`src/include/tld_pkg.sv`:
```
// Constants shared by the two-tier level decision logic.
// Assumes a 100 MHz system clock and a front end that reports one count per burst.
package tld_pkg;

  // ****************************************************************
  // Clock and timing
  // ****************************************************************
  localparam int CLK_FREQ_HZ = 100_000_000; // System clock rate
  localparam int CLK_PERIOD_NS = 1_000_000_000 / CLK_FREQ_HZ; // 10 ns
  localparam int HEALTH_TIME_US = 350; // Outputs float before each burst
  localparam int HEALTH_CYCLES = (HEALTH_TIME_US * 1000 + CLK_PERIOD_NS - 1) / CLK_PERIOD_NS;
  localparam int COUNT_TIME_NS = 7000; // Average length of one burst count
  localparam int COUNT_CYCLES = (COUNT_TIME_NS + CLK_PERIOD_NS - 1) / CLK_PERIOD_NS;
  localparam int BURST_PERIOD_MS = 100; // Burst repetition period
  localparam int BURST_PERIOD_CYCLES = BURST_PERIOD_MS * (CLK_FREQ_HZ / 1000);
  localparam int FILTER_TIME_MS = 15_000; // Nominal settle time of the filter
  localparam int MAX_COUNT = 1023; // Largest count the front end reports
  localparam int BURST_TIMEOUT_CYCLES = (MAX_COUNT + 1) * COUNT_CYCLES;

  // ****************************************************************
  // Signal count thresholds
  // ****************************************************************
  localparam int COUNT_W = 10; // Width of the per-burst signal count
  localparam logic [9:0] LOWER_TRIP_THRESHOLD = 10'h0FA; // 250 counts
  localparam logic [9:0] UPPER_TRIP_THRESHOLD = 10'h096; // 150 counts
  localparam logic [9:0] HYST_COUNTS = 10'h003; // Hysteresis band

  // ****************************************************************
  // Integration filter
  // ****************************************************************
  localparam int FILTER_ENABLE_STRAP_W = 8; // Integration counter width
  localparam logic [7:0] FILTER_LIMIT = 8'(FILTER_TIME_MS / BURST_PERIOD_MS);
  localparam logic [7:0] FILTER_ENABLE_STRAP_RESET = 8'h00; // Counter after reset

  // ****************************************************************
  // Register port
  // ****************************************************************
  localparam logic [7:0] REG_STATUS = 8'h00; // Sticky events, write one to clear
  localparam logic [7:0] REG_MASK = 8'h04; // Interrupt enables
  localparam logic [7:0] REG_STATE = 8'h08; // Live decision state, read only
  localparam logic [3:0] STATUS_RESET = 4'h0;
  localparam logic [3:0] MASK_RESET = 4'h0;
  localparam int EV_LOWER_CHG = 0; // Lower output changed
  localparam int EV_UPPER_CHG = 1; // Upper output changed
  localparam int EV_BURST_DONE = 2; // Burst count taken
  localparam int EV_TIMEOUT = 3; // No count before the timeout

  // Sequencer states, one-hot
  typedef enum logic [2:0] {
    TLD_IDLE = 3'b001,
    TLD_HEALTH = 3'b010,
    TLD_BURST = 3'b100
  } tld_state_e;

endpackage : tld_pkg

```
`src/core/tld_hyst_cmp.sv`:
```
// Threshold comparator with hysteresis for one level tier.
// Assumes the sample strobe is one cycle long, once per burst.
`timescale 1ns/100ps
module tld_hyst_cmp (
  input wire logic sys_clk_i,
  input wire logic rst_b_i,
  input wire logic sample_i,
  input wire logic [tld_pkg::COUNT_W-1:0] count_i,
  input wire logic [tld_pkg::COUNT_W-1:0] threshold_i,
  output logic detect_o
);
  import tld_pkg::*;

  // ****************************************************************
  // Decision
  // ****************************************************************
  logic [COUNT_W:0] release_level; // One bit wider, never wraps
  logic trip_hit; // Count at or below trip point
  logic release_hit; // Count clear of the band

  assign release_level = {1'b0, threshold_i} + {1'b0, HYST_COUNTS};
  assign trip_hit = (count_i <= threshold_i);
  assign release_hit = ({1'b0, count_i} > release_level);

  // Detect flag, only moved by a burst result
  always_ff @(posedge sys_clk_i) begin
    if (!rst_b_i) begin
      detect_o <= 1'b0;
    end else if (sample_i) begin
      if (!detect_o && trip_hit) begin
        detect_o <= 1'b1;
      end else if (detect_o && release_hit) begin
        detect_o <= 1'b0;
      end
    end
  end

endmodule : tld_hyst_cmp

```
`src/core/tld_level_detect.sv`:
```
// Top of the two-tier level decision logic: burst sequencer, two
// comparator and filter channels, output pin drive and a register port.
// Assumes a front end that starts a burst on request and returns the
// per-burst signal count with a one-cycle valid strobe. Straps are
// synchronous levels.
`timescale 1ns/100ps

// ****************************************************************
// Module
// ****************************************************************
module tld_level_detect #(
  parameter int HEALTH_CYC = tld_pkg::HEALTH_CYCLES, // Health float length
  parameter int PERIOD_CYC = tld_pkg::BURST_PERIOD_CYCLES, // Burst spacing
  parameter int TIMEOUT_CYC = tld_pkg::BURST_TIMEOUT_CYCLES // Burst watchdog
) (
  input wire logic sys_clk_i,
  input wire logic rst_b_i,
  input wire logic filter_enable_strap_i,
  input wire logic output_polarity_strap_i,
  output logic burst_start_o,
  input wire logic [tld_pkg::COUNT_W-1:0] count_i,
  input wire logic count_valid_i,
  output logic lower_tier_level_output_o,
  output logic lower_tier_level_output_oe_b_o,
  output logic upper_tier_level_output_o,
  output logic upper_tier_level_output_oe_b_o,
  input wire logic [7:0] reg_addr_i,
  input wire logic [31:0] reg_wdata_i,
  input wire logic reg_wr_i,
  input wire logic reg_rd_i,
  output logic [31:0] reg_rdata_o,
  output logic irq_o
);
  import tld_pkg::*;

  // ****************************************************************
  // Declarations
  // ****************************************************************
  tld_state_e state; // Sequencer state
  tld_state_e next_state; // Sequencer next state
  logic [31:0] timer; // Shared phase timer
  logic [31:0] next_timer; // Timer next value
  logic period_done; // Idle gap over
  logic health_done; // Float window over
  logic burst_timeout; // Front end too slow
  logic count_taken; // Count accepted this cycle
  logic step; // Filter step, one cycle after the compare
  logic [COUNT_W-1:0] thresholds [2]; // Fixed trip points per tier
  logic [1:0] detect; // Comparator results
  logic [1:0] active; // Filtered output states
  logic [1:0] active_q; // Last cycle, for change events
  logic [FILTER_ENABLE_STRAP_W-1:0] filter_enable_strap_count [2]; // Integration counters
  logic [1:0] pin_level; // Driven pin levels
  logic [3:0] status; // Sticky events
  logic [3:0] next_status; // Status next value
  logic [3:0] events; // Events this cycle
  logic [3:0] clear_bits; // Write-one-to-clear bits
  logic [3:0] mask; // Interrupt enables
  logic sel_status; // Address decodes
  logic sel_mask;
  logic sel_state;
  logic [31:0] state_word; // Live state for readback
  logic [31:0] next_rdata; // Read mux output

  // ****************************************************************
  // Burst sequencer
  // ****************************************************************
  // Timer limits come from top parameters so simulation can shorten them
  assign period_done = (timer >= 32'(PERIOD_CYC - 1));
  assign health_done = (timer >= 32'(HEALTH_CYC - 1));
  assign burst_timeout = (timer >= 32'(TIMEOUT_CYC - 1));
  assign count_taken = state[2] && count_valid_i;

  // Next state and timer
  always_comb begin
    next_state = state;
    next_timer = timer + 32'h0000_0001;
    unique case (state)
      TLD_IDLE: begin
        // Quiet gap between bursts
        if (period_done) begin
          next_state = TLD_HEALTH;
          next_timer = 32'h0000_0000;
        end
      end
      TLD_HEALTH: begin
        // Outputs float, then the burst is requested
        if (health_done) begin
          next_state = TLD_BURST;
          next_timer = 32'h0000_0000;
        end
      end
      TLD_BURST: begin
        // Wait for the count or give up
        if (count_valid_i || burst_timeout) begin
          next_state = TLD_IDLE;
          next_timer = 32'h0000_0000;
        end
      end
      default: begin
        // Corrupt one-hot code, recover through idle
        next_state = TLD_IDLE;
        next_timer = 32'h0000_0000;
      end
    endcase
  end

  // Sequencer registers
  always_ff @(posedge sys_clk_i) begin
    if (!rst_b_i) begin
      state <= TLD_IDLE;
      timer <= 32'h0000_0000;
    end else begin
      state <= next_state;
      timer <= next_timer;
    end
  end

  // Burst request on entry to the burst phase
  always_ff @(posedge sys_clk_i) begin
    if (!rst_b_i) begin
      burst_start_o <= 1'b0;
    end else begin
      burst_start_o <= state[1] && health_done;
    end
  end

  // Filter step trails the comparator update by one cycle
  always_ff @(posedge sys_clk_i) begin
    if (!rst_b_i) begin
      step <= 1'b0;
    end else begin
      step <= count_taken;
    end
  end

  // ****************************************************************
  // Tier channels
  // ****************************************************************
  // fixed trip points
  assign thresholds[0] = LOWER_TRIP_THRESHOLD;
  assign thresholds[1] = UPPER_TRIP_THRESHOLD;

  for (genvar ch = 0; ch < 2; ch++) begin : g_tier
    // Both comparators see the same count, only when a burst count is taken
    tld_hyst_cmp u_cmp (
      .sys_clk_i(sys_clk_i),
      .rst_b_i(rst_b_i),
      .sample_i(count_taken),
      .count_i(count_i),
      .threshold_i(thresholds[ch]),
      .detect_o(detect[ch])
    );

    tld_slosh_filter u_filter_enable_strap (
      .sys_clk_i(sys_clk_i),
      .rst_b_i(rst_b_i),
      .step_i(step),
      .detect_i(detect[ch]),
      .enable_i(filter_enable_strap_i),
      .active_o(active[ch]),
      .count_o(filter_enable_strap_count[ch])
    );

    assign pin_level[ch] = active[ch] ? output_polarity_strap_i : !output_polarity_strap_i;
  end

  // ****************************************************************
  // Output pins
  // ****************************************************************
  // each pin carries its own tier
  // level held while active, no timer
  always_ff @(posedge sys_clk_i) begin
    if (!rst_b_i) begin
      lower_tier_level_output_o <= 1'b0;
      upper_tier_level_output_o <= 1'b0;
    end else begin
      lower_tier_level_output_o <= pin_level[0];
      upper_tier_level_output_o <= pin_level[1];
    end
  end

  // both pins float during the health window
  assign lower_tier_level_output_oe_b_o = state[1];
  assign upper_tier_level_output_oe_b_o = state[1];

  // ****************************************************************
  // Register port decode
  // ****************************************************************
  assign sel_status = (reg_addr_i == REG_STATUS);
  assign sel_mask = (reg_addr_i == REG_MASK);
  assign sel_state = (reg_addr_i == REG_STATE);

  // Live state word: detects, outputs, strap levels, counters
  assign state_word = {8'h00, filter_enable_strap_count[1], filter_enable_strap_count[0],
                       2'b00, output_polarity_strap_i, filter_enable_strap_i,
                       active, detect};

  // Read mux, unmapped addresses read zero
  assign next_rdata = sel_status ? {28'h000_0000, status} :
                      sel_mask ? {28'h000_0000, mask} :
                      sel_state ? state_word : 32'h0000_0000;

  // Read data stands only in the cycle after the strobe
  always_ff @(posedge sys_clk_i) begin
    if (!rst_b_i) begin
      reg_rdata_o <= 32'h0000_0000;
    end else if (reg_rd_i) begin
      reg_rdata_o <= next_rdata;
    end else begin
      reg_rdata_o <= 32'h0000_0000;
    end
  end

  // Mask register, low bits only
  always_ff @(posedge sys_clk_i) begin
    if (!rst_b_i) begin
      mask <= MASK_RESET;
    end else if (reg_wr_i && sel_mask) begin
      mask <= reg_wdata_i[3:0];
    end
  end

  // ****************************************************************
  // Events and interrupt
  // ****************************************************************
  // Previous output state for change detection
  always_ff @(posedge sys_clk_i) begin
    if (!rst_b_i) begin
      active_q <= 2'b00;
    end else begin
      active_q <= active;
    end
  end

  assign events[EV_LOWER_CHG] = active[0] ^ active_q[0];
  assign events[EV_UPPER_CHG] = active[1] ^ active_q[1];
  assign events[EV_BURST_DONE] = count_taken;
  assign events[EV_TIMEOUT] = state[2] && !count_valid_i && burst_timeout;
  assign clear_bits = (reg_wr_i && sel_status) ? reg_wdata_i[3:0] : 4'h0;

  // A new event beats a clear in the same cycle
  assign next_status = (status & ~clear_bits) | events;

  // Sticky status
  always_ff @(posedge sys_clk_i) begin
    if (!rst_b_i) begin
      status <= STATUS_RESET;
    end else begin
      status <= next_status;
    end
  end

  // Level interrupt, high while any enabled event is pending
  assign irq_o = |(status & mask);

endmodule : tld_level_detect

```
`src/core/tld_slosh_filter.sv`:
```
// Detection integration filter for one level tier.
// Assumes one step strobe per burst, after the comparator has settled.
`timescale 1ns/100ps
module tld_slosh_filter (
  input wire logic sys_clk_i,
  input wire logic rst_b_i,
  input wire logic step_i,
  input wire logic detect_i,
  input wire logic enable_i,
  output logic active_o,
  output logic [tld_pkg::FILTER_ENABLE_STRAP_W-1:0] count_o
);
  import tld_pkg::*;

  // ****************************************************************
  // Integrator
  // ****************************************************************
  logic at_limit; // Counter full
  logic at_zero; // Counter empty

  assign at_limit = (count_o == FILTER_LIMIT);
  assign at_zero = (count_o == FILTER_ENABLE_STRAP_RESET);

  // Counter and output state
  always_ff @(posedge sys_clk_i) begin
    if (!rst_b_i) begin
      count_o <= FILTER_ENABLE_STRAP_RESET;
      active_o <= 1'b0;
    end else if (!enable_i) begin
      count_o <= active_o ? FILTER_LIMIT : FILTER_ENABLE_STRAP_RESET;
      if (step_i) begin
        active_o <= detect_i;
      end
    end else if (step_i) begin
      if (detect_i) begin
        if (!at_limit) begin
          count_o <= count_o + 8'h01;
        end
        if (count_o == FILTER_LIMIT - 8'h01 || at_limit) begin
          active_o <= 1'b1;
        end
      end else begin
        if (!at_zero) begin
          count_o <= count_o - 8'h01;
        end
        if (count_o == 8'h01 || at_zero) begin
          active_o <= 1'b0;
        end
      end
    end
  end

endmodule : tld_slosh_filter

```
`config.mk`:
```
export PLATFORM = sky130hd
export DESIGN_NAME = tld_level_detect
export DESIGN_NICKNAME = d
export VERILOG_FILES = /design/src/include/tld_pkg.sv /design/src/core/tld_hyst_cmp.sv /design/src/core/tld_level_detect.sv /design/src/core/tld_slosh_filter.sv
export SDC_FILE = /design/constraint.sdc
export NUM_CORES = 1
export LEC_CHECK = 0
export BUFFER_PORTS_ARGS = -buffer_cell sky130_fd_sc_hd__buf_2
export CAP_MARGIN = 20
export CORE_ASPECT_RATIO = 1.4
export CORE_MARGIN = 1
export CORE_UTILIZATION = 40
export DETAILED_ROUTE_END_ITERATION = 12
export PLACE_DENSITY_LB_ADDON = 0.08
export SKIP_CTS_REPAIR_TIMING = 1
export SLEW_MARGIN = 20
export SYNTH_ARGS = -nofsm -noshare
export SYNTH_HDL_FRONTEND = slang
export SYNTH_SLANG_ARGS = --single-unit
```
`constraint.sdc`:
```
create_clock -name sys_clk_i -period 2.94 [get_ports sys_clk_i]
set_clock_uncertainty 0.2 [all_clocks]
set_input_delay 0.441 -clock sys_clk_i [delete_from_list [all_inputs] [get_ports sys_clk_i]]
set_output_delay 0.441 -clock sys_clk_i [all_outputs]
set_load 0.02 [all_outputs]
```
* After elaboration in Yosys (flattened, before gate mapping)
Index checks and enable logic that the tools add are counted.
Storage, ports and cells: output and inout bits 38, register bits after elaboration 91
Cells by class: multiplexer cells 42, magnitude comparators 7, reduce and logical (&&, ||, !) cells 34, $add $sub $neg 5, equal/unequal tests 23, bitwise logic cells 9
Operators by type and width (number):
- 32-bit two-way mux | 3
- 8-bit two-way mux | 12
- 32-bit one-hot mux with 3 select lines | 1
- 32-bit by 1-bit adder with 32-bit output, second input constant | 1
- 8-bit == test, second input constant | 4
- 32-bit by 16-bit >= comparator with 1-bit output, second input constant | 1
- 32-bit by 20-bit >= comparator with 1-bit output, second input constant | 1
- 32-bit by 24-bit >= comparator with 1-bit output, second input constant | 1
- 8-bit logical NOT | 3
- 10-bit by 8-bit greater-than comparator with 1-bit output, second input constant | 2
- 10-bit by 8-bit <= comparator with 1-bit output, second input constant | 2
- 1-bit two-way mux | 18
- 8-bit by 1-bit adder with 8-bit output, second input constant | 2
- 8-bit by 1-bit == test with 1-bit output, second input constant | 2
- 4-bit two-way mux | 4
- 8-bit by 1-bit subtractor with 8-bit output, second input constant | 2
- 3-bit AND reduction | 5
- 3-bit != test, second input constant | 4
- 1-bit logical AND | 10
- 3-bit two-way mux | 3
- 3-bit one-hot mux with 3 select lines | 1
- 4-bit AND | 2
- 8-bit by 3-bit == test with 1-bit output, second input constant | 1
- 8-bit by 4-bit == test with 1-bit output, second input constant | 1
- 17 further kinds | 34

* Longest topological paths before layout
depth after elaboration 6, mapped depth 8, mapped depth without buffers 7

* Cells and area by module
A second synthesis with hierarchy kept.
Second synthesis, totals: cells, all modules 665, area total of the unflattened synthesis 5826.8 um2
Modules (own cells, without submodules):
- tld_level_detect | area each 2991.6 um2, sequential area each 1421.4 um2, cells each 311, times used 1
- tld_slosh_filter | area each 742.0 um2, sequential area each 180.2 um2, cells each 89, times used 2
- tld_hyst_cmp | area each 675.6 um2, sequential area each 20.0 um2, cells each 88, times used 2

* Worst setup path before layout
No wires, ideal clock.
kind flip-flop to flip-flop, start point reg g_tier[0].u_filter_enable_strap.count_o[3] in the netlist's numbering, end point reg g_tier[0].u_filter_enable_strap.count_o[1] in the netlist's numbering, data arrival time 1.880 ns, data required time 2.606 ns, cell stages (with the launch flop) 8, slack 0.725 ns, path buffers 2, setup time 0.134 ns, path through dfxtp_1 > buf_6 > or4_4 > or4_4 > buf_6 > nand3_4 > mux2i_1 > a21oi_1
Between the ends: longest elaborated chain between the ends 3, elaborated cells on any way between the ends 5, classes of those cells eq/ne: 3; reduce/logical: 2
RTL lines:
- start: declaration | RTL line tld_slosh_filter.sv:11 | output logic [tld_pkg::FILTER_ENABLE_STRAP_W-1:0] count_o
- start signal: assignment | RTL line tld_slosh_filter.sv:30 | count_o <= active_o ? FILTER_LIMIT : FILTER_ENABLE_STRAP_RESET;
- start signal: assignment | RTL line tld_slosh_filter.sv:37 | count_o <= count_o + 8'h01;
- start signal: assignment | RTL line tld_slosh_filter.sv:44 | count_o <= count_o - 8'h01;
- 8-bit == test / 8-bit logical NOT (equally long branches) | RTL line tld_slosh_filter.sv:21, tld_slosh_filter.sv:22
- 3-bit != test (no line)
- 3-bit AND reduction (no line) (*)
Every way passes the cells marked *; elsewhere a longest branch is shown, timed or not. A chain may end at the register's enable or synchronous reset.

* Worst setup path after layout
start point reg timer[0], end point reg state[1]
Between the ends: longest elaborated chain between the ends 4, elaborated cells on any way between the ends 8, classes of those cells order compare: 3; eq/ne: 3; reduce/logical: 2
RTL lines:
- start: declaration | RTL line tld_level_detect.sv:41 | logic [31:0] timer;
- start signal: assignment | RTL line tld_level_detect.sv:115 | timer <= next_timer;
- 32-bit by 20-bit >= comparator with 1-bit output | RTL line tld_level_detect.sv:71 | assign burst_timeout = (timer >= 32'(TIMEOUT_CYC - 1));
- 1-bit logical OR | RTL line tld_level_detect.sv:95 | if (count_valid_i || burst_timeout) begin
- 2-bit != test (no line)
- 3-bit AND reduction (no line) (*)
- end signal: assignment | RTL line tld_level_detect.sv:114 | state <= next_state;
- end: declaration | RTL line tld_level_detect.sv:39 | tld_state_e state;
Marked as above.

==> impl_metrics.env <==
export IMPL_outcome="finished clean"
export IMPL_leakage_nw=1.92
export IMPL_r2r_start="timer[0]$_SDFF_PN0_"
export IMPL_ys_seq_area_frac=0.410
export IMPL_startpoint_type="flip-flop"
export IMPL_async_reset_ff_frac=0
export IMPL_yosys_cell_count_top_type="dfxtp_1"
export IMPL_grt_ovfl_total=0
export IMPL_place_congestion=0.790
export IMPL_num_antenna_cells=0
export IMPL_numClockSinks=91
export IMPL_fin_nets=613
export IMPL_die_h_um=127
export IMPL_crit_fanout=7
export IMPL_num_vias=3684
export IMPL_wl_per_cell_um=14.2
export IMPL_slew_viol_final=0
export IMPL_grt_pass1_wl_mm=16.6
export IMPL_synth_largest_area_cell="dfxtp_1"
export IMPL_postRouteAntennaNets=0
export IMPL_grt_pass1_vias=3367
export IMPL_yosys_top_cells_count="91 x dfxtp_1, 29 x nor2_1, 27 x nand2_1"
export IMPL_fmax_mhz=420
export IMPL_setup_tns_ns=0
export IMPL_dr_first_iter_drc_count=118
export IMPL_grt_max_degree=25
export IMPL_min_period_ns=2.38
export IMPL_hold_class="input pin to flip-flop"
export IMPL_dieArea_mm2=0.0115
export IMPL_grtUsageTotal=0.181
export IMPL_endpoint_kind="flip-flop"
export IMPL_layout_area_seq_mm2=0.00182
export IMPL_viasPerCell=5.33
export IMPL_cts_root_buf="clkbuf_16"
export IMPL_criticalPathCategory="flip-flop to flip-flop"
export IMPL_reg2reg_depth=7
export IMPL_critPathRequiredTime_ns=2.99
export IMPL_r2r_end="state[1]$_SDFFE_PN0P_"
export IMPL_drive_gt1_frac=0.165
export IMPL_drt_wl_total_mm=9.83
export IMPL_drc_errors=0
export IMPL_maxCapViolations=0
export IMPL_yosysWarningCount=0
export IMPL_endpoint="state[1]$_SDFFE_PN0P_"
export IMPL_ir_drop_v=0.000266
export IMPL_numCtsBuffers=9
export IMPL_dr_pass1_iters=4
export IMPL_finalCritPeriodShare=0.810
export IMPL_insertion_delay_ns=0.33
export IMPL_maxSlewHeadroom=0.588
export IMPL_syn_area_per_cell_um2=9.06
export IMPL_io_pins=95
export IMPL_areaGrowthSynthToFinish_pct=14.9
export IMPL_core_area_mm2=0.0108
export IMPL_cts_clk_slew_worst_paths_ns=0.06
export IMPL_worstPathArrival_ns=2.43
export IMPL_hold_viol=0
export IMPL_fill_cells=1118
export IMPL_die_w_um=91.1
export IMPL_crit_start="timer[0]$_SDFF_PN0_"
export IMPL_synthFlopType="dfxtp_1"
export IMPL_htreeDepth=3
export IMPL_synthesis_instances=490
export IMPL_antenna_found_initial=0
export IMPL_rows=45
export IMPL_holdWs_ns=0.102
export IMPL_setup_violations_final=0
export IMPL_synth_edff_count=0
export IMPL_synthTopCellsByArea="dfxtp_1 41%, a211oi_1 4.4%, xnor2_1 4.1%"
export IMPL_synth_seq_cells=91
export IMPL_ff2ff_setup_slack_ns=0.56
export IMPL_port_buffers=56
export IMPL_initial_utilization=0.411
export IMPL_design_area_mm2=0.00510
export IMPL_cts_tree="done"
export IMPL_synth_top_area_share=0.410
export IMPL_syn_area_mm2=0.00444
export IMPL_multi_input_area_mm2=0.00244
export IMPL_place_area_mm2=0.00483
export IMPL_ctsLongestPathBuffers=2
export IMPL_worst_slew_pin_transition_ns=0.612
export IMPL_dpl_hpwl_mm=7.24
export IMPL_finalCoreUtilization=0.472
export IMPL_rsz0062_at_grt="false"
export IMPL_powerDensity_mw_per_mm2=490
export IMPL_synthDistinctLibCells=62
-- flip-flops by register name, summed over array words and instances (netlist names) --
register,flops
state,3
burst_start_o,1
reg_rdata_o,22
g_tier.u_filter_enable_strap.count_o,16
timer,32
lower_tier_level_output_o,1
mask,4
active_q,2
step,1
upper_tier_level_output_o,1
status,4
g_tier.u_filter_enable_strap.active_o,2
g_tier.u_cmp.detect_o,2
-- how the worst min path moves through the flow --
stage / start / end / slack [ns] / cells after the start
after floorplan: timer[0]$_SDFF_PN0_ / timer[0]$_SDFF_PN0_ / 0.27 / 1
after global placement: timer[0]$_SDFF_PN0_ / timer[0]$_SDFF_PN0_ / 0.29 / 1
after detailed placement: timer[0]$_SDFF_PN0_ / timer[0]$_SDFF_PN0_ / 0.31 / 1
after CTS: count_i[7] / g_tier[1].u_cmp.detect_o$_SDFFE_PN0P_ / 0.09 / 2
after global routing: count_i[7] / g_tier[1].u_cmp.detect_o$_SDFFE_PN0P_ / 0.09 / 2
final: count_i[7] / g_tier[1].u_cmp.detect_o$_SDFFE_PN0P_ / 0.10 / 2
-- per-layer routing --
layer  track usage  vias to the layer above  share of wire
met1         0.201                     1752           0.41
met5             0                        -              0
met4        0.0756                        0          0.020
li1              -                     1858              -
met2         0.331                       59           0.54
met3        0.0408                       15          0.028
-- layout by cell type (no fill, tap or decap), types with 17 or more instances in the layout --
master / count
and2_1: 22
a21oi_1: 17
xnor2_1: 21
a211oi_1: 26
nand4_1: 20
nand2_1: 27
conb_1: 18
xor2_1: 19
buf_2: 56
dfxtp_1: 91
nor2_1: 29
-- critical path, cell delays in order, from the launching register on --
cell and delay (ns):
dfxtp_1 0.39, ha_1 0.30, inv_1 0.10, o311ai_1 0.36, a211oi_1 0.16, a31oi_1 0.32
buf_4 0.22, nor4bb_1 0.24
-- cells by family (layout without fill, tap and decap cells) --
kind of cell	count (synthesis)	count (layout)	synth area share
buf+inv	51	94	0.0572
simple gates	188	188	0.246
other cells	1	18	0.000844
xor+xnor	40	40	0.0789
flops	91	91	0.410
fa+ha+maj	11	11	0.0310
mux	7	7	0.0158
compound gates	101	101	0.160
-- cell type report --
| type | instances | area share |
|---|---|---|
| flip-flops and latches | 91 | 0.357 |
| repair buffers | 65 | 0.0681 |
| inverters | 13 | 0.00956 |
| clock buffers | 12 | 0.0483 |
| clock inverters | 4 | 0.00515 |
| well taps | 141 | 0.0346 |
| multi-input cells | 365 | 0.477 |
-- power breakdown --
part / switching (mW) / internal (mW)
Combinational: 0.114 / 0.0688
Clock: 0.450 / 0.594
Sequential: 0.0219 / 1.25
-- metrics by stage --
step                      power [mW]  cells  setup slack, ns
final                           2.50    691            0.560
after global routing            2.63    691            0.326
after CTS                       2.55    691            0.532
after detailed placement        1.49    675            0.564
after global placement          1.48    675            0.538
after floorplan                 1.43    507            0.725
Power figures use the tool's default switching activity.
